`config.mk`:
```
export PLATFORM = sky130hd
export DESIGN_NAME = scs_clock_select
export DESIGN_NICKNAME = d
export VERILOG_FILES = /design/src/scs_pkg.sv /design/src/scs_clock_select.sv
export SDC_FILE = /design/constraint.sdc
export NUM_CORES = 1
export LEC_CHECK = 0
export BUFFER_PORTS_ARGS = -buffer_cell sky130_fd_sc_hd__clkbuf_2
export CAP_MARGIN = 20
export CORE_ASPECT_RATIO = 0.7
export CORE_MARGIN = 4
export CORE_UTILIZATION = 35
export CTS_CLUSTER_DIAMETER = 60
export CTS_CLUSTER_SIZE = 10
export DETAILED_ROUTE_END_ITERATION = 8
export PLACE_DENSITY = 0.76
export SETUP_SLACK_MARGIN = 0.2
export SYNTH_ARGS = -nofsm -noshare
export SYNTH_HDL_FRONTEND = slang
export SYNTH_SLANG_ARGS = --single-unit
```
`constraint.sdc`:
```
create_clock -name clk -period 1 [get_ports clk]
set_input_delay 0.1 -clock clk [delete_from_list [all_inputs] [get_ports clk]]
set_output_delay 0.1 -clock clk [all_outputs]
set_load 0.005 [all_outputs]
```
`src/scs_pkg.sv`:
```
// Operation
// - host-mode bit set selects the host clock input as primary clock.
// - in host mode the host clock feeds the halver and output selectors.
// - pci clock output buffers enabled only when the drive bit is set.
// - each pci clock output has its own enable bit in output control.
// - host mode, strap 0 drives halved sync clock, otherwise full clock.
// - with strap 0, output control selects full or halved host clock for pci outputs; strap 1 gives full.
// - agent mode uses pci clock input; pci and sync outputs unused.
// - agent mode with strap 0 doubles internal clock frequencies.
// - pci unused takes pci clock input as primary; board ties others low.
// - usb reference derived from system clock divided by one or two.
// - in transceiver mode the transceiver clocks the usb controller.
// - crossings from transceiver domain into bus domain are synchronized.
// - parallel ethernet modes use the 125 MHz gigabit transmit clock.
// - serial ethernet uses its own 125 MHz reference for its pll.
// - strap sampled while power-on reset asserted, then held.
// - host-mode and drive bits come from the high config word.
package scs_pkg;

    // ==========================================================
    // register map
    localparam logic [7:0]  OUT_CTRL_OFS      = 8'h00;
    localparam logic [7:0]  STATUS_OFS        = 8'h04;
    localparam logic [31:0] OUT_CTRL_RESET    = 32'h0000_001F;

    // ==========================================================
    // output control fields
    localparam int PCI_CLOCK_OUT_EN_LSB = 0;
    localparam int PCI_HALF_SEL_BIT     = 3;
    localparam int USB_HALF_SEL_BIT     = 4;
    localparam int UTMI_MODE_BIT        = 5;
    localparam int SGMII_MODE_BIT       = 6;
    localparam int OUT_CTRL_WIDTH       = 7;

    // ==========================================================
    // high config word fields
    localparam int RESET_CONFIG_WORD_HIGH_HOST_MODE_BIT   = 8;
    localparam int RESET_CONFIG_WORD_HIGH_PCI_DRIVE_BIT   = 9;
    localparam int RESET_CONFIG_WORD_HIGH_PCI_USED_BIT    = 10;

    // ==========================================================
    // counts
    localparam int PCI_CLOCK_COUNT      = 3;
    localparam int ETH_REF_MHZ          = 125;

    typedef enum logic [1:0]
    {
        MODE_DISABLED = 2'b00,
        MODE_AGENT    = 2'b01,
        MODE_HOST     = 2'b10
    } scs_mode_t;

    typedef struct packed
    {
        logic host_mode_bit;
        logic pci_clock_drive_bit;
        logic pci_used;
    } scs_cfg_t;

endpackage : scs_pkg

```
`src/scs_clock_select.sv`:
```
// Implementation choices: the register offsets and the address-and-strobe port.
`timescale 1ns/1ns
module scs_clock_select
(
    // clock and reset
    input  wire logic        clk,
    input  wire logic        rst,
    // power-on reset and straps
    input  wire logic        power_on_reset_n,
    input  wire logic        clock_divide_strap,
    input  wire logic [31:0] reset_config_word_high,
    input  wire logic        rcw_load,
    // clock sources, sampled levels
    input  wire logic        host_clock_in,
    input  wire logic        pci_clock_in,
    input  wire logic        system_clock_in,
    input  wire logic        usb_phy_clock,
    input  wire logic        usb_phy_ready,
    input  wire logic        gigabit_tx_ref_clock,
    input  wire logic        sgmii_ref_clock,
    // register port
    input  wire logic [7:0]  reg_addr,
    input  wire logic [31:0] reg_wdata,
    input  wire logic        reg_write,
    input  wire logic        reg_read,
    output logic      [31:0] reg_rdata,
    // pci clock outputs
    output logic [2:0]       pci_clock_out,
    output logic [2:0]       pci_clock_oe,
    output logic             sync_out,
    output logic             sync_oe,
    // internal clock selection
    output logic             primary_clock,
    output logic             primary_is_host,
    output logic             internal_double,
    output logic             usb_ref_clock,
    output logic             usb_ctrl_clock,
    output logic             eth_ref_clock
);

    // ==========================================================
    // helpers
    function automatic logic rise(input logic now, input logic prev);
        rise = now & ~prev;
    endfunction : rise

    logic [scs_pkg::OUT_CTRL_WIDTH-1:0] output_clock_control_reg;
    scs_pkg::scs_cfg_t                  cfg_reg;
    scs_pkg::scs_mode_t                 mode;
    logic                               strap_reg;
    logic                               cfg_loaded_reg;
    logic                               host_q_reg;
    logic                               host_half_reg;
    logic                               sys_q_reg;
    logic                               sys_half_reg;
    logic                               phy_meta_reg;
    logic                               phy_sync_reg;
    logic                               half_sel;
    logic                               pci_src;
    logic                               sync_src;
    logic [31:0]                        rdata_next;

    // ==========================================================
    // power-on capture
    // strap tracked under reset
    always_ff @(posedge clk or posedge rst)
    begin
        if (rst)
            strap_reg <= 1'b0;
        else if (!power_on_reset_n)
            strap_reg <= clock_divide_strap;
    end

    always_ff @(posedge clk or posedge rst)
    begin
        if (rst)
            cfg_reg <= '0;
        else if (rcw_load && power_on_reset_n)
        begin
            cfg_reg.host_mode_bit <=
                reset_config_word_high[scs_pkg::RESET_CONFIG_WORD_HIGH_HOST_MODE_BIT];
            cfg_reg.pci_clock_drive_bit <=
                reset_config_word_high[scs_pkg::RESET_CONFIG_WORD_HIGH_PCI_DRIVE_BIT];
            cfg_reg.pci_used <=
                reset_config_word_high[scs_pkg::RESET_CONFIG_WORD_HIGH_PCI_USED_BIT];
        end
    end

    always_ff @(posedge clk or posedge rst)
    begin
        if (rst)
            cfg_loaded_reg <= 1'b0;
        else if (!power_on_reset_n)
            cfg_loaded_reg <= 1'b0;
        else if (rcw_load)
            cfg_loaded_reg <= 1'b1;
    end

    // ==========================================================
    // mode decode
    // host bit wins over agent
    always_comb
    begin
        if (cfg_reg.host_mode_bit)
            mode = scs_pkg::MODE_HOST;
        else if (cfg_reg.pci_used)
            mode = scs_pkg::MODE_AGENT;
        else
            mode = scs_pkg::MODE_DISABLED;
    end

    // ==========================================================
    // register port
    always_ff @(posedge clk or posedge rst)
    begin
        if (rst)
            output_clock_control_reg <=
                scs_pkg::OUT_CTRL_RESET[scs_pkg::OUT_CTRL_WIDTH-1:0];
        else if (reg_write && reg_addr == scs_pkg::OUT_CTRL_OFS)
            output_clock_control_reg <=
                reg_wdata[scs_pkg::OUT_CTRL_WIDTH-1:0];
    end

    always_comb
    begin
        rdata_next = 32'h0000_0000;
        if (reg_addr == scs_pkg::OUT_CTRL_OFS)
            rdata_next[scs_pkg::OUT_CTRL_WIDTH-1:0] =
                output_clock_control_reg;
        else if (reg_addr == scs_pkg::STATUS_OFS)
            rdata_next[6:0] = {phy_sync_reg,
                               mode == scs_pkg::MODE_DISABLED,
                               internal_double, cfg_loaded_reg,
                               strap_reg, cfg_reg.pci_clock_drive_bit,
                               cfg_reg.host_mode_bit};
    end

    // read data valid only the cycle after the strobe
    always_ff @(posedge clk or posedge rst)
    begin
        if (rst)
            reg_rdata <= 32'h0000_0000;
        else if (reg_read)
            reg_rdata <= rdata_next;
        else
            reg_rdata <= 32'h0000_0000;
    end

    // ==========================================================
    // host clock halver
    // host clock feeds halver
    always_ff @(posedge clk or posedge rst)
    begin
        if (rst)
        begin
            host_q_reg    <= 1'b0;
            host_half_reg <= 1'b0;
        end
        else
        begin
            host_q_reg <= host_clock_in;
            if (rise(host_clock_in, host_q_reg))
                host_half_reg <= ~host_half_reg;
        end
    end

    assign sync_src = strap_reg ? host_q_reg : host_half_reg;
    // control halves pci only with strap 0
    assign half_sel = ~strap_reg &
        output_clock_control_reg[scs_pkg::PCI_HALF_SEL_BIT];
    assign pci_src = half_sel ? host_half_reg : host_q_reg;

    // ==========================================================
    // pci clock outputs, index 0 sits in the top enable bit
    genvar gi;
    generate
        for (gi = 0; gi < scs_pkg::PCI_CLOCK_COUNT; gi++)
        begin : g_pci_out
            localparam int EN_BIT = scs_pkg::PCI_CLOCK_OUT_EN_LSB
                                  + scs_pkg::PCI_CLOCK_COUNT - 1 - gi;
            always_ff @(posedge clk or posedge rst)
            begin
                if (rst)
                begin
                    pci_clock_out[gi] <= 1'b0;
                    pci_clock_oe[gi]  <= 1'b0;
                end
                else if (mode == scs_pkg::MODE_HOST && cfg_loaded_reg
                         && power_on_reset_n
                         && cfg_reg.pci_clock_drive_bit
                         && output_clock_control_reg[EN_BIT])
                begin
                    pci_clock_out[gi] <= pci_src;
                    pci_clock_oe[gi]  <= 1'b1;
                end
                else
                begin
                    pci_clock_out[gi] <= 1'b0;
                    pci_clock_oe[gi]  <= 1'b0;
                end
            end
        end
    endgenerate

    // sync output idle outside host mode
    always_ff @(posedge clk or posedge rst)
    begin
        if (rst)
        begin
            sync_out <= 1'b0;
            sync_oe  <= 1'b0;
        end
        else if (mode == scs_pkg::MODE_HOST && cfg_loaded_reg
                 && power_on_reset_n)
        begin
            sync_out <= sync_src;
            sync_oe  <= 1'b1;
        end
        else
        begin
            sync_out <= 1'b0;
            sync_oe  <= 1'b0;
        end
    end

    // ==========================================================
    // primary clock
    // host clock only in host mode
    always_ff @(posedge clk or posedge rst)
    begin
        if (rst)
        begin
            primary_clock   <= 1'b0;
            primary_is_host <= 1'b0;
            internal_double <= 1'b0;
        end
        else
        begin
            primary_is_host <= (mode == scs_pkg::MODE_HOST);
            primary_clock   <= (mode == scs_pkg::MODE_HOST) ?
                               host_clock_in : pci_clock_in;
            internal_double <= (mode == scs_pkg::MODE_AGENT) & ~strap_reg;
        end
    end

    // ==========================================================
    // usb clocking
    // system clock by one or two
    always_ff @(posedge clk or posedge rst)
    begin
        if (rst)
        begin
            sys_q_reg     <= 1'b0;
            sys_half_reg  <= 1'b0;
            usb_ref_clock <= 1'b0;
        end
        else
        begin
            sys_q_reg <= system_clock_in;
            if (rise(system_clock_in, sys_q_reg))
                sys_half_reg <= ~sys_half_reg;
            usb_ref_clock <=
                output_clock_control_reg[scs_pkg::USB_HALF_SEL_BIT] ?
                sys_half_reg : sys_q_reg;
        end
    end

    always_ff @(posedge clk or posedge rst)
    begin
        if (rst)
            usb_ctrl_clock <= 1'b0;
        else if (output_clock_control_reg[scs_pkg::UTMI_MODE_BIT])
            usb_ctrl_clock <= usb_phy_clock;
        else
            usb_ctrl_clock <= sys_q_reg;
    end

    always_ff @(posedge clk or posedge rst)
    begin
        if (rst)
        begin
            phy_meta_reg <= 1'b0;
            phy_sync_reg <= 1'b0;
        end
        else
        begin
            phy_meta_reg <= usb_phy_ready;
            phy_sync_reg <= phy_meta_reg;
        end
    end

    // ==========================================================
    // ethernet reference
    // parallel vs serial reference
    always_ff @(posedge clk or posedge rst)
    begin
        if (rst)
            eth_ref_clock <= 1'b0;
        else if (output_clock_control_reg[scs_pkg::SGMII_MODE_BIT])
            eth_ref_clock <= sgmii_ref_clock;
        else
            eth_ref_clock <= gigabit_tx_ref_clock;
    end

endmodule : scs_clock_select

```
==> results.ini, run 1 <==
[floorplan]
fp.dieW_um = 90.0
ios = 132
std_cell_rows = 20
die_h_um = 65.4
dieArea_um2 = 5880
start_util = 0.372
core_area_um2 = 4430

[cts]
cts_tree = built
cts_made_buffers = 5
cts.path.max_buffers = 2
h-tree-depth = 2
cts_root_buf = clkbuf_8
cts.sinks = 39
clk_pin_slew_ns = 0.08
clk_latency_ns = 0.29

[drt]
wire_per_inst_um = 12.9
wl_mm = 3.19
via_per_inst = 4.16
drt_iter0_drc = 10
via_count = 1031
ant_nets = 0
remaining_drc_errors = 0
dr.pass1.iters = 3

[timing]
fin_crit_sh = 1.07
fmax_ghz = 0.937
skew_ns = 0.00958
finalHoldWorstSlack_ns = 0.0351
maxSlewViolCount = 0
period_minus_slack_ns = 1.07
setup_viol = 3
finalHoldViolCount = 0
rsz0062_at_grt = yes
setup_tns_ns = -0.168
fin_ws_ns = -0.0677

[synth]
yosys_warnings = 0
yosysUniqueCellTypes = 21
synth_area_um2 = 1650
synth.avg_cell_area_um2 = 13.5
yosysTopAreaCellShare = 0.517
synth-seq-cells = 39
async_flop_share = 1.00
synth_ff_type = dfrtp_1
synth.area.top_cells = dfrtp_1 (52%), buf_4 (11%), mux2_2 (10%), dfstp_2 (8.0%), mux2i_1 (5.5%)
synthCells = 122
synth-edff-count = 0
yosys.area.top_type = dfrtp_1
ys_seq_area_frac = 0.597

[worst_setup_path]
r2r-end = pci_clock_out[2]
critical_path_arrival_ns = 1.27
reg2reg_depth = 3
path_cells = nand2b_4 > mux2i_4 > nor3b_2
slowest_delay_ns = 0.55
critPathCaptureType = flip-flop
path_class = flip-flop to flip-flop
cpMaxStageDelayCell = dfstp_2
critPathRequiredTime_ns = 1.21
ff2ff_setup_slack_ns = -0.07
cp_max_fo = 3
rr_startpoint = output_clock_control_reg[3]
startpoint_type = flip-flop

[final_layout]
drive_gt1_frac = 0.554
final_cell_count_no_fill = 248
final_common_cell = clkbuf_2
syn2layout_area_growth_pct = 36.7
final_nets = 278
final_cell_mix = clkbuf_2 (37), dfrtp_1 (32), conb_1 (25)
n_antenna_cell = 0

[global_route]
met1_usage = 0.157
antenna_found_initial = 0
grt-ovfl-total = 0
groute.layer.met2.usage = 0.166
grt_pass1_vias = 1049
grt_max_degree = 31
grt_busiest_layer = met2
grt_usage = 0.116
grt_pass1_wl_mm = 5.29
use_met3 = 0.0515

[power_and_ir_drop]
combinationalPowerShare = 0.146
p_per_area_nw_per_um2 = 1460
p_sw_uw = 801
irDropWorstVdd_mv = 0.894
switching_share = 0.244
power_leakage_nw = 1.20
seq_power_share = 0.550
power_mw = 3.28
p_int_mw = 2.48
clkPwrFrac = 0.303

[placement]
portBuffers = 52
hpwlAfterDp_mm = 2.43
pre_cts_slack_ns = -0.232
placed_cells = 233
gp_congestion = 0.745

[worst_hold_path]
whs_path_depth = 2
whs_endpoint = eth_ref_clock
hp-class = input port to flip-flop
min_from = sgmii_ref_clock

[flow_run]
cap_violations = 0

[outcome]
violations = setup timing
outcome = finished with violations

-- worst max-delay path by stage --
stage,start,to,slack [ns],depth (start not counted)
final,output_clock_control_reg[3],pci_clock_out[2],-0.07,3
after global routing,output_clock_control_reg[3],pci_clock_out[0],-0.12,3
after CTS,output_clock_control_reg[3],pci_clock_out[0],-0.09,3
after detailed placement,reg_addr[0],output_clock_control_reg[6],-0.23,4
after global placement,reg_addr[0],output_clock_control_reg[5],-0.19,4
after floorplan,reg_addr[0],output_clock_control_reg[5],-0.01,3
-- through the flow --
stage	area, um^2	utilization
finish	2250	0.508
global route	2250	0.508
CTS	2190	0.494
detailed placement	1970	0.444
global placement	1970	0.444
floorplan	1770	-
-- area by class of cell --
class / count / area [um^2]
clock buffer: 7 / 76.3
clock inverter: 1 / 5.00
fill: 412 / 2180
inverter: 1 / 7.51
multi-input combinational: 78 / 682
sequential: 39 / 985
tap: 55 / 68.8
timing repair buffer: 67 / 427
-- cell usage after synthesis, types with 2 or more instances --
cell type / n
dfstp_2: 5
xnor2_1: 2
buf_4: 25
mux2i_1: 9
dfrtp_1: 34
nand2b_1: 3
nor2_1: 8
clkbuf_1: 2
and3_1: 4
mux2_2: 15
nand2_1: 2
nor3b_1: 4
-- worst max-delay path: cells and delay by family (launching register included) --
| kind | cells | cell delay (ns) |
|---|---|---|
| mux | 1 | 0.20 |
| flops | 1 | 0.55 |
| simple gates | 2 | 0.24 |
-- power groups by stage --
stage                     registers (mW)  logic, mW  clock network [mW]
after floorplan                     1.81      0.287                   0
after global placement              1.81      0.388                   0
after detailed placement            1.82      0.395                   0
after CTS                           1.80      0.453                1.03
after global routing                1.82      0.538                1.12
final                               1.81      0.480               0.995
-- routing by layer --
metal,routed length (um),part of all wire,vias up
met1,1470,0.46,484
met5,0,0,-
met4,42,0.013,0
met3,275,0.086,7
met2,1400,0.44,46
li1,-,-,494
-- timing repair --
item                                   CTS  global route
gates resized for setup                 23            24
cloned                                   0             0
endpoints found under the hold margin   30             9
hold buffers                             4             2
pin swaps                                3             3
buffers inserted                         1             1
setup endpoints to repair               48            85
-- cell families (layout without fill, tap and decap cells) --
logic type | Yosys count | count (layout) | share of synthesized area
buffers and inverters | 29 | 76 | 0.124
other | 1 | 25 | 0.00228
multiplexers | 24 | 24 | 0.157
flip-flops | 39 | 39 | 0.597
XOR/XNOR | 2 | 2 | 0.0106
AO/OA/AOI/OAI | 1 | 1 | 0.00456
AND/OR/NAND/NOR | 26 | 26 | 0.105
Power figures use the tool's default switching activity.
==> run 2: changes to the inputs <==
Settings changed: TNS_END_PERCENT set to 10.
==> results.ini, run 2 (synthesized netlist as in run 1, its figures left out) <==
[placement]
pre_cts_slack_ns = -0.239
portBuffers = 52
post_dp_cell_area_um2 = 1950
gp_congestion = 0.723
placed_cells = 233
hpwlAfterDp_mm = 2.56

[drt]
wire_per_inst_um = 14.1
dr.pass1.iters = 4
remaining_drc_errors = 0
via_count = 1059
drt_iter0_drc = 24
via_per_inst = 4.30
ant_nets = 0
wl_mm = 3.46

[flow_run]
cap_violations = 0

[worst_hold_path]
hp-class = input port to flip-flop

[final_layout]
fin_area_um2 = 2250
n_antenna_cell = 0
syn2layout_area_growth_pct = 36.4
final_nets = 276
drive_gt1_frac = 0.550
final_cell_count_no_fill = 246
final_cell_mix = clkbuf_2 (37), dfrtp_1 (33), conb_1 (25)
post-route-util = 0.507
final_common_cell = clkbuf_2

[power_and_ir_drop]
power_mw = 3.30
p_per_area_nw_per_um2 = 1470
power_leakage_nw = 1.20
irDropWorstVdd_mv = 0.765

[global_route]
grt_usage = 0.124
antenna_found_initial = 0
grt_pass1_wl_mm = 5.46
grt-ovfl-total = 0
grt_pass1_vias = 1109
grt_max_degree = 40

[cts]
cts_root_buf = clkbuf_8
cts.path.max_buffers = 2
cts_made_buffers = 5
cts.sinks = 39
cts_tree = built
clk_pin_slew_ns = 0.07
clk_latency_ns = 0.29
h-tree-depth = 2

[timing]
maxSlewViolCount = 0
rsz0062_at_grt = yes
finalHoldViolCount = 0
period_minus_slack_ns = 1.08
setup_viol = 3
fin_crit_sh = 1.08
fmax_ghz = 0.924
setup_tns_ns = -0.222
skew_ns = 0.00399
fin_ws_ns = -0.0822
finalHoldWorstSlack_ns = 0.0331

[outcome]
outcome = finished with violations
violations = setup timing

[worst_setup_path]
critical_path_arrival_ns = 1.29
path_class = flip-flop to flip-flop
cp_max_fo = 3
critPathRequiredTime_ns = 1.21
startpoint_type = flip-flop
critPathCaptureType = flip-flop

[floorplan]
core_area_um2 = 4430
start_util = 0.372
die_h_um = 65.4
std_cell_rows = 20
dieArea_um2 = 5880
fp.dieW_um = 90.0
ios = 132

==> run 2: cell types whose count changed in the layout (fill, tap and decap cells not counted), sizes merged <==
cell         delta
clkbuf          +1
dlygate4sd3     -1
buf             -2
inv             +1
clkinvlp        -1
==> run 2: worst max-delay path, cell delays in order, from the launching register on <==
cell and delay (ns):
dfstp_2 0.56, nand2b_4 0.07, mux2i_4 0.20, nor3b_1 0.18
==> run 2: layout make-up <==
type                    count  area, um^2
inverters                   1        3.75
fillers                   397        2180
repair buffers             65         418
flip-flops and latches     39         983
clock inverters             1        5.00
well taps                  55        68.8
multi-input cells          78         691
clock buffers               7        76.3
==> run 2: path summary, 6_finish.rpt <==
kind                       slack (ns)                         from                           to  cells past startpoint
min                              0.03                     rcw_load               cfg_loaded_reg                      2
min reg2reg                      0.35                 phy_meta_reg                 phy_sync_reg                      0
max reg2reg                     -0.08  output_clock_control_reg[3]             pci_clock_out[1]                      3
max in group asynchronous        0.35                          rst  output_clock_control_reg[3]                      4
min in group asynchronous        0.40                          rst                 reg_rdata[6]                      4
max                             -0.08  output_clock_control_reg[3]             pci_clock_out[1]                      3
==> run 2: repair_timing <==
item,4_1_cts,5_1_grt
pin swaps,14,15
setup buffers,1,0
endpoints found under the setup margin,50,55
hold endpoints to repair,37,0
resized for setup,27,25
hold buffers,4,0
==> run 2: power by group <==
part | internal (mW) | switching (mW)
logic | 0.286 | 0.200
clock network | 0.489 | 0.520
registers | 1.70 | 0.104
==> run 2: layer usage <==
| layer | GRT usage | up-vias | part of all wire |
|---|---|---|---|
| met3 | 0.0618 | 6 | 0.098 |
| met4 | 0.0668 | 0 | 0.022 |
| li1 | - | 492 | - |
| met2 | 0.178 | 50 | 0.44 |
| met1 | 0.153 | 511 | 0.44 |
| met5 | 0 | - | 0 |
==> run 3: changes to the inputs <==
Settings changed: ABC_AREA set to 1, CORE_ASPECT_RATIO 0.7 to 1.1, CORE_UTILIZATION 35 to 36, PLACE_DENSITY 0.76 to 0.77.
==> results.ini, run 3 <==
[outcome]
outcome = finished with violations
violations = setup timing

[power_and_ir_drop]
seq_power_share = 0.541
p_int_mw = 2.48
power_mw = 3.33
switching_share = 0.255
irDropWorstVdd_mv = 0.677
combinationalPowerShare = 0.138
p_per_area_nw_per_um2 = 1460
power_leakage_nw = 1.21
p_sw_uw = 851
clkPwrFrac = 0.321

[drt]
wl_mm = 3.62
wire_per_inst_um = 11.8
remaining_drc_errors = 0
via_per_inst = 4.27
via_count = 1310
dr.pass1.iters = 4
drt_iter0_drc = 77
ant_nets = 0

[cts]
clk_pin_slew_ns = 0.08
cts.path.max_buffers = 2
h-tree-depth = 2
clk_latency_ns = 0.29
cts.sinks = 39
cts_made_buffers = 5
cts_root_buf = clkbuf_8
cts_tree = built

[worst_hold_path]
min_from = reg_wdata[0]
hp-class = input port to flip-flop

[synth]
synth.avg_cell_area_um2 = 9.67
synthCells = 178
yosysTopAreaCellShare = 0.494
synth-seq-cells = 39
synth-edff-count = 0
yosys.area.top_type = dfrtp_1
async_flop_share = 1.00
synth.area.top_cells = dfrtp_1 (49%), buf_4 (11%), nand2_1 (8.9%), dfstp_2 (7.6%), nand3_1 (3.5%)
ys_top_cells_by_count = nand2_1 (41), dfrtp_1 (34), buf_4 (25)
yosys_warnings = 0
ys_seq_area_frac = 0.570
synth.most_common_cell = nand2_1
yosysUniqueCellTypes = 22
synth_area_um2 = 1720
synth_ff_type = dfrtp_1

[worst_setup_path]
startpoint_type = flip-flop
reg2reg_depth = 4
path_class = flip-flop to flip-flop
critPathRequiredTime_ns = 1.21
critPathCaptureType = flip-flop
rr_startpoint = cfg_reg[2]
critical_path_arrival_ns = 1.23
r2r-end = pci_clock_oe[0]
cp_max_fo = 6
critPathCapture = pci_clock_oe[0]
ff2ff_setup_slack_ns = -0.01
startpoint = cfg_reg[2]

[final_layout]
final_common_cell = clkbuf_2
syn2layout_area_growth_pct = 32.8
final_nets = 336
post-route-util = 0.491
drive_gt1_frac = 0.426
n_antenna_cell = 0
final_cell_mix = clkbuf_2 (42), nand2_1 (36), dfrtp_1 (34)

[global_route]
grt_pass1_vias = 1291
grt_max_degree = 40
grt_pass1_wl_mm = 5.53
groute.layer.met2.usage = 0.215
grt_usage = 0.122
grt-ovfl-total = 0
grt_busiest_layer = met2
antenna_found_initial = 0
met1_usage = 0.135
use_met3 = 0.0476

[floorplan]
start_util = 0.370
std_cell_rows = 26
die_h_um = 80.5
core_area_um2 = 4650
fp.dieW_um = 73.9
dieArea_um2 = 5950
ios = 132

[placement]
hpwlAfterDp_mm = 2.75
portBuffers = 52
gp_congestion = 0.797

[timing]
fmax_ghz = 0.986
period_minus_slack_ns = 1.01
fin_ws_ns = -0.0147
skew_ns = 0.00758
setup_viol = 3
finalHoldViolCount = 0
maxSlewViolCount = 0
finalHoldWorstSlack_ns = 0.00840
rsz0062_at_grt = yes
fin_crit_sh = 1.01

[flow_run]
cap_violations = 0

[run 3: cell types whose count changed in the layout (fill, tap and decap cells not counted), moves of 4 or more]
cell / delta
inv_1: +11
a21oi_1: +4
clkbuf_2: +5
o21ai_0: +4
nand2_1: +35
buf_4: +7
nand3_1: +10
and3_4: -4
mux2_4: -11
mux2i_1: -8
a21oi_2: +5
[run 3: per-stage QoR]
| step | setup WS (ns) | TNS (ns) | instance area, um^2 | std cells |
|---|---|---|---|---|
| after floorplan | 0.0615 | 0 | 1820 | 202 |
| after global placement | -0.0395 | -0.116 | 2040 | 294 |
| after global routing | -0.0543 | -0.277 | 2290 | 307 |
| after detailed placement | -0.0775 | -0.248 | 2040 | 294 |
| final | -0.0147 | -0.0382 | 2290 | 307 |
| after CTS | -0.0531 | -0.142 | 2240 | 307 |
[run 3: what timing repair did]
item / CTS / global route
gates resized for setup: 18 / 22
setup buffers: 1 / 0
hold buffers: 4 / 0
setup endpoints to repair: 39 / 43
pin swaps: 21 / 13
hold endpoints to repair: 37 / 0
[run 3: worst min path at each step]
| stage | depth (start not counted) | endpoint | slack [ns] |
|---|---|---|---|
| after floorplan | 1 | cfg_loaded_reg | 0.07 |
| after global placement | 3 | usb_ctrl_clock | 0.15 |
| after detailed placement | 3 | usb_ref_clock | 0.15 |
| after CTS | 3 | output_clock_control_reg[0] | 0.001 |
| after global routing | 3 | output_clock_control_reg[3] | 0.01 |
| final | 3 | output_clock_control_reg[0] | 0.008 |
[run 3: kinds of logic (layout without fill, tap and decap cells)]
family	after synthesis	in the layout	share of synthesized area
buf+inv	44	93	0.156
other cells	1	25	0.00218
flops	39	39	0.570
xor+xnor	2	2	0.0102
simple gates	73	73	0.190
mux	3	3	0.0196
compound gates	16	16	0.0509
[run 3: power groups by stage]
stage / registers (mW) / logic [mW] / clock network, mW
after detailed placement: 1.81 / 0.388 / 0
after global placement: 1.81 / 0.374 / 0
after global routing: 1.81 / 0.514 / 1.19
after CTS: 1.80 / 0.443 / 1.11
final: 1.80 / 0.461 / 1.07
after floorplan: 1.80 / 0.277 / 0
[run 3: final cells by class]
class,instances,area [um^2]
repair buffers,69,418
clock buffers,7,86.3
inverters,16,63.8
well taps,56,70.1
fillers,446,2370
clock inverters,1,5.00
multi-input cells,119,661
flip-flops and latches,39,982
[run 3: critical path, stage by stage, from the launching register on]
cell	delay [ns]
dfrtp_1	0.40
inv_2	0.06
nor3_4	0.21
nand2_4	0.12
nor2_1	0.14
[run 3: layer usage]
metal	vias to the layer above	part of all wire	wire, um
li1	646	-	-
met1	609	0.38	1370
met2	51	0.53	1910
met3	4	0.082	298
met4	0	0.010	38
met5	-	0	0
